**config.mk**
```make
export PLATFORM = sky130hd
export DESIGN_NAME = cpc_top
export DESIGN_NICKNAME = d
export VERILOG_FILES = /design/src/include/cpc_pkg.sv /design/src/cpc_sync.sv /design/src/cpc_top.sv
export SDC_FILE = /design/constraint.sdc
export NUM_CORES = 1
export LEC_CHECK = 0
export BUFFER_PORTS_ARGS = -buffer_cell sky130_fd_sc_hd__clkbuf_2
export CORE_MARGIN = 1
export CORE_UTILIZATION = 60
export DETAILED_ROUTE_END_ITERATION = 10
export HOLD_SLACK_MARGIN = 0.02
export PLACE_DENSITY_LB_ADDON = 0.12
export SLEW_MARGIN = 20
export SYNTH_ARGS = -nofsm -noshare
export SYNTH_HDL_FRONTEND = slang
export SYNTH_SLANG_ARGS = --single-unit
export TNS_END_PERCENT = 50
```
**constraint.sdc**
```tcl
create_clock -name clk_sys -period 6.9 [get_ports clk_sys]
set_input_delay 0.69 -clock clk_sys [delete_from_list [all_inputs] [get_ports clk_sys]]
set_output_delay 0.69 -clock clk_sys [all_outputs]
set_load 0.01 [all_outputs]
```
**src/include/cpc_pkg.sv**
```systemverilog
// constants, types and helpers for the four-channel protection control block
// assumes a 250 MHz system clock and one shared package for all design files
package cpc_pkg;

	localparam int CPC_NCH = 4;

	////////////////////////////////////////////////////////////////////////////////
	// register byte offsets
	localparam logic [4:0] CPC_ADDR_SWREQ = 5'h00;
	localparam logic [4:0] CPC_ADDR_CFG = 5'h04;
	localparam logic [4:0] CPC_ADDR_LIM0 = 5'h08;
	localparam logic [4:0] CPC_ADDR_STATUS = 5'h18;
	localparam logic [4:0] CPC_ADDR_CLEAR = 5'h1C;

	// field positions
	localparam int CPC_CFG_POLICY_BIT = 0;
	localparam int CPC_CFG_LATCH_BIT = 1;
	localparam int CPC_CFG_SCALE_LSB = 2;
	localparam int CPC_LIM_LEVEL_LSB = 0;
	localparam int CPC_LIM_WIN_LSB = 4;
	localparam int CPC_ST_DRIVE_LSB = 0;
	localparam int CPC_ST_FAULT_LSB = 4;
	localparam int CPC_ST_WIN_LSB = 8;
	localparam int CPC_ST_FLT_BIT = 12;
	localparam int CPC_ST_PIN_BIT = 13;

	// reset values
	localparam logic [3:0] CPC_SWREQ_RST = 4'h0;
	localparam logic [3:0] CPC_CFG_RST = 4'h0;
	localparam logic [7:0] CPC_LIM_RST = 8'h00;

	////////////////////////////////////////////////////////////////////////////////
	// timing
	localparam int CPC_CLK_PERIOD_NS = 4;
	localparam int CPC_MS_NS = 1000000;
	localparam int CPC_MS_CYCLES = CPC_MS_NS / CPC_CLK_PERIOD_NS;
	localparam int CPC_FAST_OFF_NS = 1000;
	localparam int CPC_FAST_OFF_CYCLES = (CPC_FAST_OFF_NS + CPC_CLK_PERIOD_NS - 1) / CPC_CLK_PERIOD_NS;
	localparam logic [7:0] CPC_RETRY_MS = 8'h01;

	// startup limit scale codes; fixed code means 2.2 A absolute
	localparam logic [1:0] CPC_SCALE_BASE = 2'h0;
	localparam logic [1:0] CPC_SCALE_DOUBLE = 2'h1;
	localparam logic [1:0] CPC_SCALE_HALF = 2'h2;
	localparam logic [1:0] CPC_SCALE_FIXED = 2'h3;
	localparam logic CPC_POLICY_BASE_REPORT = 1'h1;

	typedef enum logic [2:0] {
		CPC_OFF,
		CPC_ON,
		CPC_FAST_OFF,
		CPC_THERM_OFF,
		CPC_LATCHED
	} cpc_state_t;

	// comparator flags from the analog side of one channel
	typedef struct packed {
		logic at_limit;
		logic fast_trip;
		logic ot_abs;
		logic ot_rel;
		logic ot_cool;
	} cpc_sense_t;

	// limit selection handed to the analog regulator
	typedef struct packed {
		logic [3:0] level;
		logic [1:0] scale;
	} cpc_ilim_cmd_t;

	// startup window length in ms for a four-bit code
	function automatic logic [6:0] cpc_window_ms(input logic [3:0] code);
		case (code)
			4'h0: cpc_window_ms = 7'h00;
			4'h1: cpc_window_ms = 7'h02;
			4'h2: cpc_window_ms = 7'h04;
			4'h3: cpc_window_ms = 7'h06;
			4'h4: cpc_window_ms = 7'h08;
			4'h5: cpc_window_ms = 7'h0A;
			4'h6: cpc_window_ms = 7'h0C;
			4'h7: cpc_window_ms = 7'h10;
			4'h8: cpc_window_ms = 7'h14;
			4'h9: cpc_window_ms = 7'h18;
			4'hA: cpc_window_ms = 7'h1C;
			4'hB: cpc_window_ms = 7'h20;
			4'hC: cpc_window_ms = 7'h28;
			4'hD: cpc_window_ms = 7'h30;
			4'hE: cpc_window_ms = 7'h38;
			default: cpc_window_ms = 7'h40;
		endcase
	endfunction

	// byte address of the limit register of channel idx
	function automatic logic [4:0] cpc_lim_addr(input int idx);
		cpc_lim_addr = CPC_ADDR_LIM0 + 5'(idx * 4);
	endfunction

endpackage

```
**src/cpc_sync.sv**
```systemverilog
// three-stage input synchroniser with agreement filter
// assumes asynchronous inputs; output changes only when stages two and three agree
`timescale 1ns/1ns
module cpc_sync #(
	parameter int W = 1
) (
	input wire logic clk_sys,
	input wire logic reset,
	input wire logic [W-1:0] async_in,
	output logic [W-1:0] sync_out
);

	logic [W-1:0] s1_ff;
	logic [W-1:0] s2_ff;
	logic [W-1:0] s3_ff;
	logic [W-1:0] filt_ff;
	logic [W-1:0] agree;
	logic [W-1:0] nxt_filt;

	// stage one feeds stage two only, so metastability never reaches logic
	assign agree = ~(s2_ff ^ s3_ff);
	assign nxt_filt = (agree & s3_ff) | (~agree & filt_ff);
	assign sync_out = filt_ff;

	// shift chain and filter
	always_ff @(posedge clk_sys) begin
		if (reset) begin
			s1_ff <= '0;
			s2_ff <= '0;
			s3_ff <= '0;
			filt_ff <= '0;
		end else begin
			s1_ff <= async_in;
			s2_ff <= s1_ff;
			s3_ff <= s2_ff;
			filt_ff <= nxt_filt;
		end
	end

endmodule

```
**src/cpc_top.sv**
```systemverilog
// four-channel protection and output control with a plain register port
// assumes analog comparators and the gate pin are asynchronous; register port is on clk_sys
//
// Behaviour
// - policy one: base limit, faults reported in window
// - other policy: scaled limit, reports suppressed in window
// - scale codes: base, double, half, fixed 2.2A
// - overheating shuts only the affected channel
// - after cooling, latch off or retry per setting
// - gate low forces every channel off
// - requests stored while gated, followed afterwards
// - retry only after wait and faults cleared
// - thermal trip in window retries with startup limit
// - reaching regulation limit registers overcurrent fault
// - any reported fault asserts the fault pin
// - fast trip outside window: brief off, then regulate again
// - upper limit nibble selects window 0..64 ms
// - absolute fault clears on hysteresis, relative after wait
`timescale 1ns/1ns
module cpc_top
	import cpc_pkg::*;
#(
	parameter int MS_CYCLES = CPC_MS_CYCLES
) (
	input wire logic clk_sys,
	input wire logic reset,
	input wire logic [4:0] reg_addr,
	input wire logic [31:0] reg_wdata,
	input wire logic reg_wr,
	input wire logic reg_rd,
	output logic [31:0] reg_rdata,
	input wire logic global_output_gate,
	input wire cpc_sense_t [CPC_NCH-1:0] sense,
	input wire logic fault_flag_pin_i,
	output logic fault_flag_pin_o,
	output logic fault_flag_pin_oe,
	output logic [CPC_NCH-1:0] chan_drive,
	output cpc_ilim_cmd_t [CPC_NCH-1:0] ilim_cmd
);

	////////////////////////////////////////////////////////////////////////////////
	// input synchronisation

	logic [$bits(sense)+1:0] raw_in;
	logic [$bits(sense)+1:0] syn_in;
	cpc_sense_t [CPC_NCH-1:0] sense_s;
	logic gate_s;
	logic pin_s;

	// gate, pin readback and all comparator flags share one filter
	assign raw_in = {fault_flag_pin_i, global_output_gate, sense};
	assign sense_s = syn_in[$bits(sense)-1:0];
	assign gate_s = syn_in[$bits(sense)];
	assign pin_s = syn_in[$bits(sense)+1];

	cpc_sync #(
		.W($bits(sense) + 2)
	) u_sync (
		.clk_sys(clk_sys),
		.reset(reset),
		.async_in(raw_in),
		.sync_out(syn_in)
	);

	////////////////////////////////////////////////////////////////////////////////
	// millisecond tick shared by all window and retry timers

	logic [17:0] ms_cnt_ff;
	logic tick_ms;

	assign tick_ms = (ms_cnt_ff == 18'h00000);

	// free-running prescaler; a short MS_CYCLES speeds up simulation
	always_ff @(posedge clk_sys) begin
		if (reset) begin
			ms_cnt_ff <= 18'h00000;
		end else if (tick_ms) begin
			ms_cnt_ff <= 18'(MS_CYCLES - 1);
		end else begin
			ms_cnt_ff <= ms_cnt_ff - 18'h00001;
		end
	end

	////////////////////////////////////////////////////////////////////////////////
	// register file

	logic [3:0] swreq_ff;
	logic [3:0] cfg_ff;
	logic [CPC_NCH-1:0][7:0] lim_ff;
	logic [31:0] rdata_ff;
	logic wr_swreq;
	logic wr_cfg;
	logic wr_clear;
	logic [CPC_NCH-1:0] wr_lim;
	logic [CPC_NCH-1:0] clear_latch;
	logic [CPC_NCH-1:0] eff_req;
	logic [CPC_NCH-1:0] ch_fault;
	logic [CPC_NCH-1:0] ch_report;
	logic [CPC_NCH-1:0] ch_window;
	logic fault_flag_ff;
	logic [31:0] status_word;
	logic [31:0] nxt_rdata;
	logic [31:0] lim_rd;

	// write decode
	assign wr_swreq = reg_wr & (reg_addr == CPC_ADDR_SWREQ);
	assign wr_cfg = reg_wr & (reg_addr == CPC_ADDR_CFG);
	assign wr_clear = reg_wr & (reg_addr == CPC_ADDR_CLEAR);
	// write one to release a latched-off channel
	assign clear_latch = wr_clear ? reg_wdata[CPC_NCH-1:0] : 4'h0;

	// requests are always stored; the gate only masks their effect
	assign eff_req = swreq_ff & {CPC_NCH{gate_s}};

	// software-visible state of the channels
	assign status_word = {18'h00000, pin_s, fault_flag_ff, ch_window, ch_fault, chan_drive};

	// limit readback, zero when no limit register is addressed
	always_comb begin
		lim_rd = 32'h00000000;
		for (int i = 0; i < CPC_NCH; i++) begin
			if (reg_addr == cpc_lim_addr(i)) begin
				lim_rd = {24'h000000, lim_ff[i]};
			end
		end
	end

	// read select; unmapped addresses answer zero
	assign nxt_rdata = !reg_rd ? 32'h00000000 :
		(reg_addr == CPC_ADDR_SWREQ) ? {28'h0000000, swreq_ff} :
		(reg_addr == CPC_ADDR_CFG) ? {28'h0000000, cfg_ff} :
		(reg_addr == CPC_ADDR_STATUS) ? status_word :
		lim_rd;
	assign reg_rdata = rdata_ff;

	// control registers
	always_ff @(posedge clk_sys) begin
		if (reset) begin
			swreq_ff <= CPC_SWREQ_RST;
			cfg_ff <= CPC_CFG_RST;
			rdata_ff <= 32'h00000000;
		end else begin
			if (wr_swreq) begin
				swreq_ff <= reg_wdata[3:0];
			end
			if (wr_cfg) begin
				cfg_ff <= reg_wdata[3:0];
			end
			rdata_ff <= nxt_rdata;
		end
	end

	// per-channel limit registers; level in low nibble, window code above
	for (genvar g = 0; g < CPC_NCH; g++) begin : g_lim
		assign wr_lim[g] = reg_wr & (reg_addr == cpc_lim_addr(g));
		always_ff @(posedge clk_sys) begin
			if (reset) begin
				lim_ff[g] <= CPC_LIM_RST;
			end else if (wr_lim[g]) begin
				lim_ff[g] <= reg_wdata[7:0];
			end
		end
	end

	////////////////////////////////////////////////////////////////////////////////
	// fault pin: open drain, pulled low while any channel reports

	assign fault_flag_pin_o = 1'h0;
	assign fault_flag_pin_oe = fault_flag_ff;

	always_ff @(posedge clk_sys) begin
		if (reset) begin
			fault_flag_ff <= 1'h0;
		end else begin
			fault_flag_ff <= |ch_report;
		end
	end

	////////////////////////////////////////////////////////////////////////////////
	// channel controllers, one independent copy each

	for (genvar c = 0; c < CPC_NCH; c++) begin : g_ch
		cpc_state_t state_ff;
		cpc_state_t nxt_state;
		logic [6:0] win_cnt_ff;
		logic [6:0] nxt_win;
		logic [7:0] retry_cnt_ff;
		logic [7:0] fast_cnt_ff;
		logic oc_fault_ff;
		logic abs_pend_ff;
		logic rel_pend_ff;
		logic win_therm_ff;
		logic drive_ff;
		cpc_ilim_cmd_t cmd_ff;
		logic in_window;
		logic therm_hit;
		logic running;
		logic enter_therm;
		logic retry_ok;
		logic start_win;
		logic policy_base;
		logic [1:0] scale_sel;

		assign in_window = (win_cnt_ff != 7'h00);
		assign therm_hit = sense_s[c].ot_abs | sense_s[c].ot_rel;
		assign running = (state_ff == CPC_ON) | (state_ff == CPC_FAST_OFF);
		assign enter_therm = running & therm_hit;
		// all faults gone and wait expired before a channel may come back
		assign retry_ok = (state_ff == CPC_THERM_OFF) & (retry_cnt_ff == 8'h00)
			& ~abs_pend_ff & ~rel_pend_ff & ~oc_fault_ff & ~therm_hit;
		// window opens on off-to-on, or again when a window trip retries
		assign start_win = ((state_ff == CPC_OFF) & eff_req[c])
			| (retry_ok & ~cfg_ff[CPC_CFG_LATCH_BIT] & eff_req[c] & win_therm_ff);
		assign policy_base = (cfg_ff[CPC_CFG_POLICY_BIT] == CPC_POLICY_BASE_REPORT);
		assign scale_sel = (in_window & ~policy_base) ?
			cfg_ff[CPC_CFG_SCALE_LSB+:2] : CPC_SCALE_BASE;

		// window counter runs only while the channel conducts
		assign nxt_win = start_win ? cpc_window_ms(lim_ff[c][CPC_LIM_WIN_LSB+:4]) :
			!running ? 7'h00 :
			(tick_ms & in_window) ? win_cnt_ff - 7'h01 : win_cnt_ff;

		// next-state logic
		always_comb begin
			nxt_state = state_ff;
			case (state_ff)
				CPC_OFF: begin
					if (eff_req[c]) begin
						nxt_state = CPC_ON;
					end
				end
				CPC_ON: begin
					if (therm_hit) begin
						nxt_state = CPC_THERM_OFF;
					end else if (!eff_req[c]) begin
						nxt_state = CPC_OFF;
					end else if (sense_s[c].fast_trip & ~in_window) begin
						nxt_state = CPC_FAST_OFF;
					end
				end
				CPC_FAST_OFF: begin
					if (therm_hit) begin
						nxt_state = CPC_THERM_OFF;
					end else if (!eff_req[c]) begin
						nxt_state = CPC_OFF;
					end else if (fast_cnt_ff == 8'h00) begin
						nxt_state = CPC_ON;
					end
				end
				CPC_THERM_OFF: begin
					if (retry_ok) begin
						if (cfg_ff[CPC_CFG_LATCH_BIT]) begin
							nxt_state = CPC_LATCHED;
						end else begin
							nxt_state = eff_req[c] ? CPC_ON : CPC_OFF;
						end
					end
				end
				CPC_LATCHED: begin
					if (clear_latch[c]) begin
						nxt_state = CPC_OFF;
					end
				end
				default: begin
					nxt_state = CPC_OFF;
				end
			endcase
		end

		// state and timers; every channel owns its copies
		always_ff @(posedge clk_sys) begin
			if (reset) begin
				state_ff <= CPC_OFF;
				win_cnt_ff <= 7'h00;
				retry_cnt_ff <= 8'h00;
				fast_cnt_ff <= 8'h00;
			end else begin
				state_ff <= nxt_state;
				win_cnt_ff <= nxt_win;
				if (enter_therm) begin
					retry_cnt_ff <= CPC_RETRY_MS;
				end else if (tick_ms & (retry_cnt_ff != 8'h00)) begin
					retry_cnt_ff <= retry_cnt_ff - 8'h01;
				end
				if (state_ff != CPC_FAST_OFF) begin
					fast_cnt_ff <= 8'(CPC_FAST_OFF_CYCLES - 1);
				end else if (fast_cnt_ff != 8'h00) begin
					fast_cnt_ff <= fast_cnt_ff - 8'h01;
				end
			end
		end

		// fault bookkeeping; a new cause always beats its clear
		always_ff @(posedge clk_sys) begin
			if (reset) begin
				oc_fault_ff <= 1'h0;
				abs_pend_ff <= 1'h0;
				rel_pend_ff <= 1'h0;
				win_therm_ff <= 1'h0;
			end else begin
				oc_fault_ff <= (running & (sense_s[c].at_limit | sense_s[c].fast_trip))
					| (state_ff == CPC_FAST_OFF);
				abs_pend_ff <= (enter_therm & sense_s[c].ot_abs) | (abs_pend_ff & ~sense_s[c].ot_cool);
				rel_pend_ff <= (enter_therm & sense_s[c].ot_rel)
					| (rel_pend_ff & ~(retry_cnt_ff == 8'h00));
				if (enter_therm) begin
					win_therm_ff <= in_window;
				end else if (state_ff != CPC_THERM_OFF) begin
					win_therm_ff <= 1'h0;
				end
			end
		end

		// registered drive and limit selection toward the power stage
		always_ff @(posedge clk_sys) begin
			if (reset) begin
				drive_ff <= 1'h0;
				cmd_ff <= '0;
			end else begin
				drive_ff <= (nxt_state == CPC_ON) & eff_req[c];
				cmd_ff.level <= lim_ff[c][CPC_LIM_LEVEL_LSB+:4];
				cmd_ff.scale <= scale_sel;
			end
		end

		assign chan_drive[c] = drive_ff;
		assign ilim_cmd[c] = cmd_ff;
		assign ch_window[c] = in_window;
		assign ch_fault[c] = oc_fault_ff | (state_ff == CPC_THERM_OFF) | (state_ff == CPC_LATCHED);
		// the startup policy may hide faults while the window is open
		assign ch_report[c] = ch_fault[c] & ~(in_window & ~policy_base);
	end

endmodule

```
=== Word level (Yosys, flattened, before mapping) ===
Memories as Yosys holds them, arrays and structs flattened. A register that Yosys moved wholly into a read port is not among the register bits.
Index checks and enable logic that the tools add are counted.

* Bits in registers: 327
* ROM bits: 384
* Logic and storage cells: 449
* Memories: 4
* Bits of input ports: 63
* Output and inout port bits: 62

* Mux-type cells: 101
* Equal/unequal tests: 39
* Add/sub/neg operators: 13
* Reductions and logical operators: 55
* Bitwise operators: 169

{| class="wikitable"
|+ Memories
! memory !! depth !! bits a word !! read ports !! clocked after memory_dff !! write ports !! RTL line !! source
|-
| (name not given) || 16 || 6 || 1 || 1 || 0 || cpc_pkg.sv:73 || <nowiki>case (code)</nowiki>
|-
| (name not given) || 16 || 6 || 1 || 1 || 0 || cpc_pkg.sv:73 ||
|-
| (name not given) || 16 || 6 || 1 || 1 || 0 || cpc_pkg.sv:73 ||
|-
| (name not given) || 16 || 6 || 1 || 1 || 0 || cpc_pkg.sv:73 ||
|}

{| class="wikitable"
|+ Operators with widths
! kind !! count
|-
| 3-bit 2-to-1 mux || 40
|-
| 1-bit AND || 91
|-
| 8-bit 2-to-1 mux || 11
|-
| 7-bit 2-to-1 mux || 12
|-
| 8-bit zero test || 8
|-
| 8-bit nonzero test || 8
|-
| 8-bit by 1-bit subtractor with 8-bit output (second input constant) || 8
|-
| 3-bit one-hot mux with 5 select lines || 4
|-
| 22-bit AND || 2
|-
| 4-bit 2-to-1 mux || 11
|-
| 22-bit NOT || 2
|-
| 1-bit OR || 36
|-
| 1-bit NOT || 35
|-
| 14-bit 2-to-1 mux || 2
|-
| 7-bit nonzero test || 4
|-
| 2-bit OR reduction || 14
|-
| 7-bit by 1-bit subtractor with 7-bit output (second input constant) || 4
|-
| 3-bit by 1-bit == test with 1-bit output (second input constant) || 8
|-
| 3-bit by 2-bit == test with 1-bit output (second input constant) || 8
|-
| 3-bit by 2-bit != test with 1-bit output (second input constant) || 8
|-
| 2-bit nonzero test || 12
|-
| 22-bit OR || 1
|-
| 22-bit XOR || 1
|-
| 5-bit == test (second input constant) || 4
|-
| other kinds (13) || 43
|}

=== Depth between registers and ports, before layout ===
* Depth in word-level cells: 11
* Gate-level depth with buffers: 10
* Depth with buffers taken out: 8

=== Hierarchy ===
Synthesis repeated with hierarchy kept, for this count alone.

* Cells, all modules: 1641
* Area, all modules: 14373.8 um^2

{| class="wikitable"
|+ By module, submodules not included
! module !! seq. area each (um^2) !! area an instance (um^2) !! cells each !! times used
|-
| cpc_top || 4904.7 || 11836.4 || 1412 || 1
|-
| cpc_sync || 1761.7 || 2537.4 || 229 || 1
|}

=== Least setup slack after synthesis ===
Ideal clock, no wire load.

* Kind: input port to flip-flop
* From: input reg_addr[1]
* To: register (tool-made name)
* Data required time: 6783 ps
* Buffers on the path: 1
* Arrival time: 2793 ps
* Stages: 9
* Setup slack: 3990 ps
* Library setup time: 117 ps
* Cells stage by stage: or3_1 > clkbuf_1 > nor3_1 > nand2_1 > a21oi_1 > ha_1 > inv_1 > a211o_1 > a22o_1

{| class="wikitable"
|+ RTL lines
! item !! RTL line !! source
|-
| start: declaration || cpc_top.sv:27 || <nowiki>input wire logic [4:0] reg_addr,</nowiki>
|}

=== Worst setup path in the final report ===
* From: register ms_cnt_ff[13]
* To: register g_ch[3].win_cnt_ff[6]

* Longest elaborated chain between the ends: 3

{| class="wikitable"
|+ RTL lines
! item !! RTL line !! source
|-
| start: declaration || cpc_top.sv:68 || <nowiki>logic [17:0] ms_cnt_ff;</nowiki>
|-
| start signal: assignment || cpc_top.sv:78 || <nowiki>ms_cnt_ff <= 18'(MS_CYCLES - 1);</nowiki>
|-
| start signal: assignment || cpc_top.sv:80 || <nowiki>ms_cnt_ff <= ms_cnt_ff - 18'h00001;</nowiki>
|-
| 18-bit zero test || cpc_top.sv:71 || <nowiki>assign tick_ms = (ms_cnt_ff == 18'h00000);</nowiki>
|-
| 1-bit AND || cpc_top.sv:221 || <nowiki>(tick_ms & in_window) ? win_cnt_ff - 7'h01 : win_cnt_ff;</nowiki>
|-
| 3-bit by 1-bit != test with 1-bit output (no source line) || n/a ||
|-
| end signal: assignment || cpc_top.sv:279 || <nowiki>win_cnt_ff <= nxt_win;</nowiki>
|-
| end: declaration || cpc_top.sv:185 || <nowiki>logic [6:0] win_cnt_ff;</nowiki>
|}

Every way passes these cells.
A chain may end at the register's enable or synchronous reset.

==> flow_summary.yaml <==
status:
  status: "completed"
hold_path:
  hold_class: "input pin to register"
timing:
  fmax_mhz: 325
  tightest_slew_ps: 1060
  rsz0062_at_grt: "false"
  clock_skew_ps: 15.7
  slew_violations: 0
  finalCriticalPeriod_ps: 3080
  fin_hold_ws_ps: 381
  period_share_pct: 44.6
  finalHoldViolations: 0
  slew_headroom_pct: 29.4
  setup_tns_ps: 0
  fin_ws_ps: 3820
  finalSetupViolations: 0
clock_tree:
  cts_hold_buf: 0
  tritoncts: "yes"
  clock_latency_ps: 510
  clock-root-buffer: "clkbuf_16"
  post-cts-setup-buffers: 0
  cts_buffers: 35
  cts.reportedPaths.clkPinSlew_ps: 60
  post_cts_resized: 0
  cts_num_sinks: 333
  ctsHtreeMaxLevel: 2
  clk_path_buf_depth: 3
worst_setup_path:
  arrival_ps: 3490
  cpPeakStageDelay_ps: 840
  cp-start-kind: "register"
  path_cells: "or4_1, nor2_2, nand3_1, and2_0, a221oi_1"
  endpoint_kind: "register"
  crit_buf_inv: 0
  critPathTopFamily: "simple AND/OR/NAND/NOR gates"
  criticalPathCategory: "register to register"
  cp_max_fo: 18
  crit_slowest_cell: "nor2_2"
  critPathRequiredTime_ps: 7310
place:
  port-buffer-count: 81
  placed_cells: 1949
  dp_hpwl_um: 22500
  place_congestion: 0.929
  pre_cts_ws_ps: 3300
global_routing:
  grt_usage_pct: 26.9
  grt.busiest_layer: "met2"
  grt_max_degree: 95
  antenna_found_initial: 0
  grt_pass1_wl_um: 52900
  met2_usage_pct: 43.8
  grt_util_met3_pct: 4.93
  grt_pass1_vias: 10700
  overflow: 0
  grt_util_met1_pct: 35.8
power_and_ir_drop:
  leakage_uw: 0.00624
  ir_drop_mv: 0.256
  power_density_nw_per_um2: 271
die:
  core_area_sq_um: 23500
  die_y_um: 157
  start_util_pct: 61.3
  row_count: 56
  die_area_sq_um: 24600
  die_w_um: 157
  io_pins: 125
routing:
  viasPerCell: 5.77
  first_pass_iters: 8
  drtIter0Drc: 804
  wl_per_cell_um: 16.3
  dr_total_vias: 11600
  wirelength_um: 32800
  drc: 0
  antenna_left: 0
synth:
  synth_edf_count: 0
  yosysSeqAreaShare_pct: 46.3
  ys_warn_count: 0
  avgSynthCellArea_sq_um: 8.91
  synth_ff_type: "dfxtp_1"
  async_flop_share_pct: 0
  synth_cell_types: 76
  syn-cell-area_sq_um: 14400
  synth_seq_cells: 333
  syn_inst: 1616
layout:
  diodes: 0
  nets: 1767
  layout_common_cells: "333 x dfxtp_1, 153 x nor2_1, 141 x a21oi_1, 129 x nand2_1, 99 x nor2b_1"
  areaGrowthSynthToFinish_pct: 11.5
  drive_gt1_share_pct: 11.0
  layout_commonest_cell: "dfxtp_1"
  fillers: 1952
  post-route-util_pct: 68.4
  stdcell_count: 2010
flow_run:
  max-cap-violations: 0
-- where the power goes --
group / internal [uW] / switching [uW] / total, uW
clock: 1130 / 758 / 1880
combinational: 141 / 293 / 434
sequential: 1990 / 49.5 / 2040
-- path summary, 6_finish.rpt --
path / startpoint / endpoint / slack, ps / depth (start not counted)
min reg2reg: u_sync.s1_ff[3] / u_sync.s2_ff[3] / 430 / 1
max: ms_cnt_ff[13] / g_ch[3].win_cnt_ff[6] / 3820 / 5
min: sense[11] / u_sync.s1_ff[11] / 380 / 2
max reg2reg: ms_cnt_ff[13] / g_ch[3].win_cnt_ff[6] / 3820 / 5
-- stage by stage --
stage               area [sq um]  power, uW
finish                     16100       4350
floorplan                  14500       2400
detailed placement         14900       2510
global placement           14900       2490
global route               16100       4520
CTS                        16000       4380
-- cell usage after synthesis (4+ instances only) --
library cell,n,area share [%]
a2111oi_0,8,0.49
a211o_1,4,0.24
a211oi_1,29,1.5
a21oi_1,141,4.9
a221oi_1,22,1.3
a22oi_1,11,0.57
a31o_2,5,0.30
a31oi_1,10,0.43
and3_1,10,0.43
and3b_1,7,0.43
buf_1,6,0.16
buf_2,4,0.14
buf_4,23,1.2
clkbuf_1,57,1.5
dfxtp_1,333,46
ha_1,37,3.2
inv_1,66,1.7
mux2i_1,48,3.3
nand2_1,129,3.4
nand2b_1,19,0.83
nand3_1,23,0.80
nand3b_1,8,0.42
nand4_1,11,0.48
nor2_1,153,4.0
nor2b_1,99,4.3
nor3_1,41,1.4
nor3b_1,6,0.31
nor4_1,22,0.96
nor4b_1,5,0.30
o21a_1,5,0.26
o21ai_0,69,2.4
o22ai_1,5,0.22
o2bb2ai_1,7,0.43
o31ai_1,10,0.52
o32ai_1,5,0.30
o41ai_1,4,0.24
or2_2,18,0.78
or3_1,21,0.91
or4_1,20,1.0
xnor2_1,40,2.4
xor2_1,20,1.2
-- cell type report --
class | count | area [sq um] | area share [%]
Tap cell | 319 | 399 | 2.49
Clock buffer | 46 | 990 | 6.17
Multi-Input combinational cell | 1143 | 7120 | 44.3
Timing Repair Buffer | 87 | 459 | 2.86
Clock inverter | 15 | 168 | 1.04
Sequential cell | 333 | 6670 | 41.5
Inverter | 67 | 251 | 1.57
-- layer usage --
metal | vias up | wire [um]
met4 | 0 | 888
met3 | 70 | 2100
li1 | 5748 | -
met5 | - | 0
met2 | 344 | 15000
met1 | 5437 | 14800
-- cell families after synthesis --
family	count (synthesis)	share of synthesized area [%]
other	1	0.0261
buffers and inverters	158	4.81
AO/OA/AOI/OAI	359	15.9
flip-flops	333	46.3
XOR/XNOR	60	3.65
adder cells (fa/ha/maj)	37	3.22
multiplexers	51	3.57
AND/OR/NAND/NOR	617	22.5
Power figures use the tool's default switching activity.
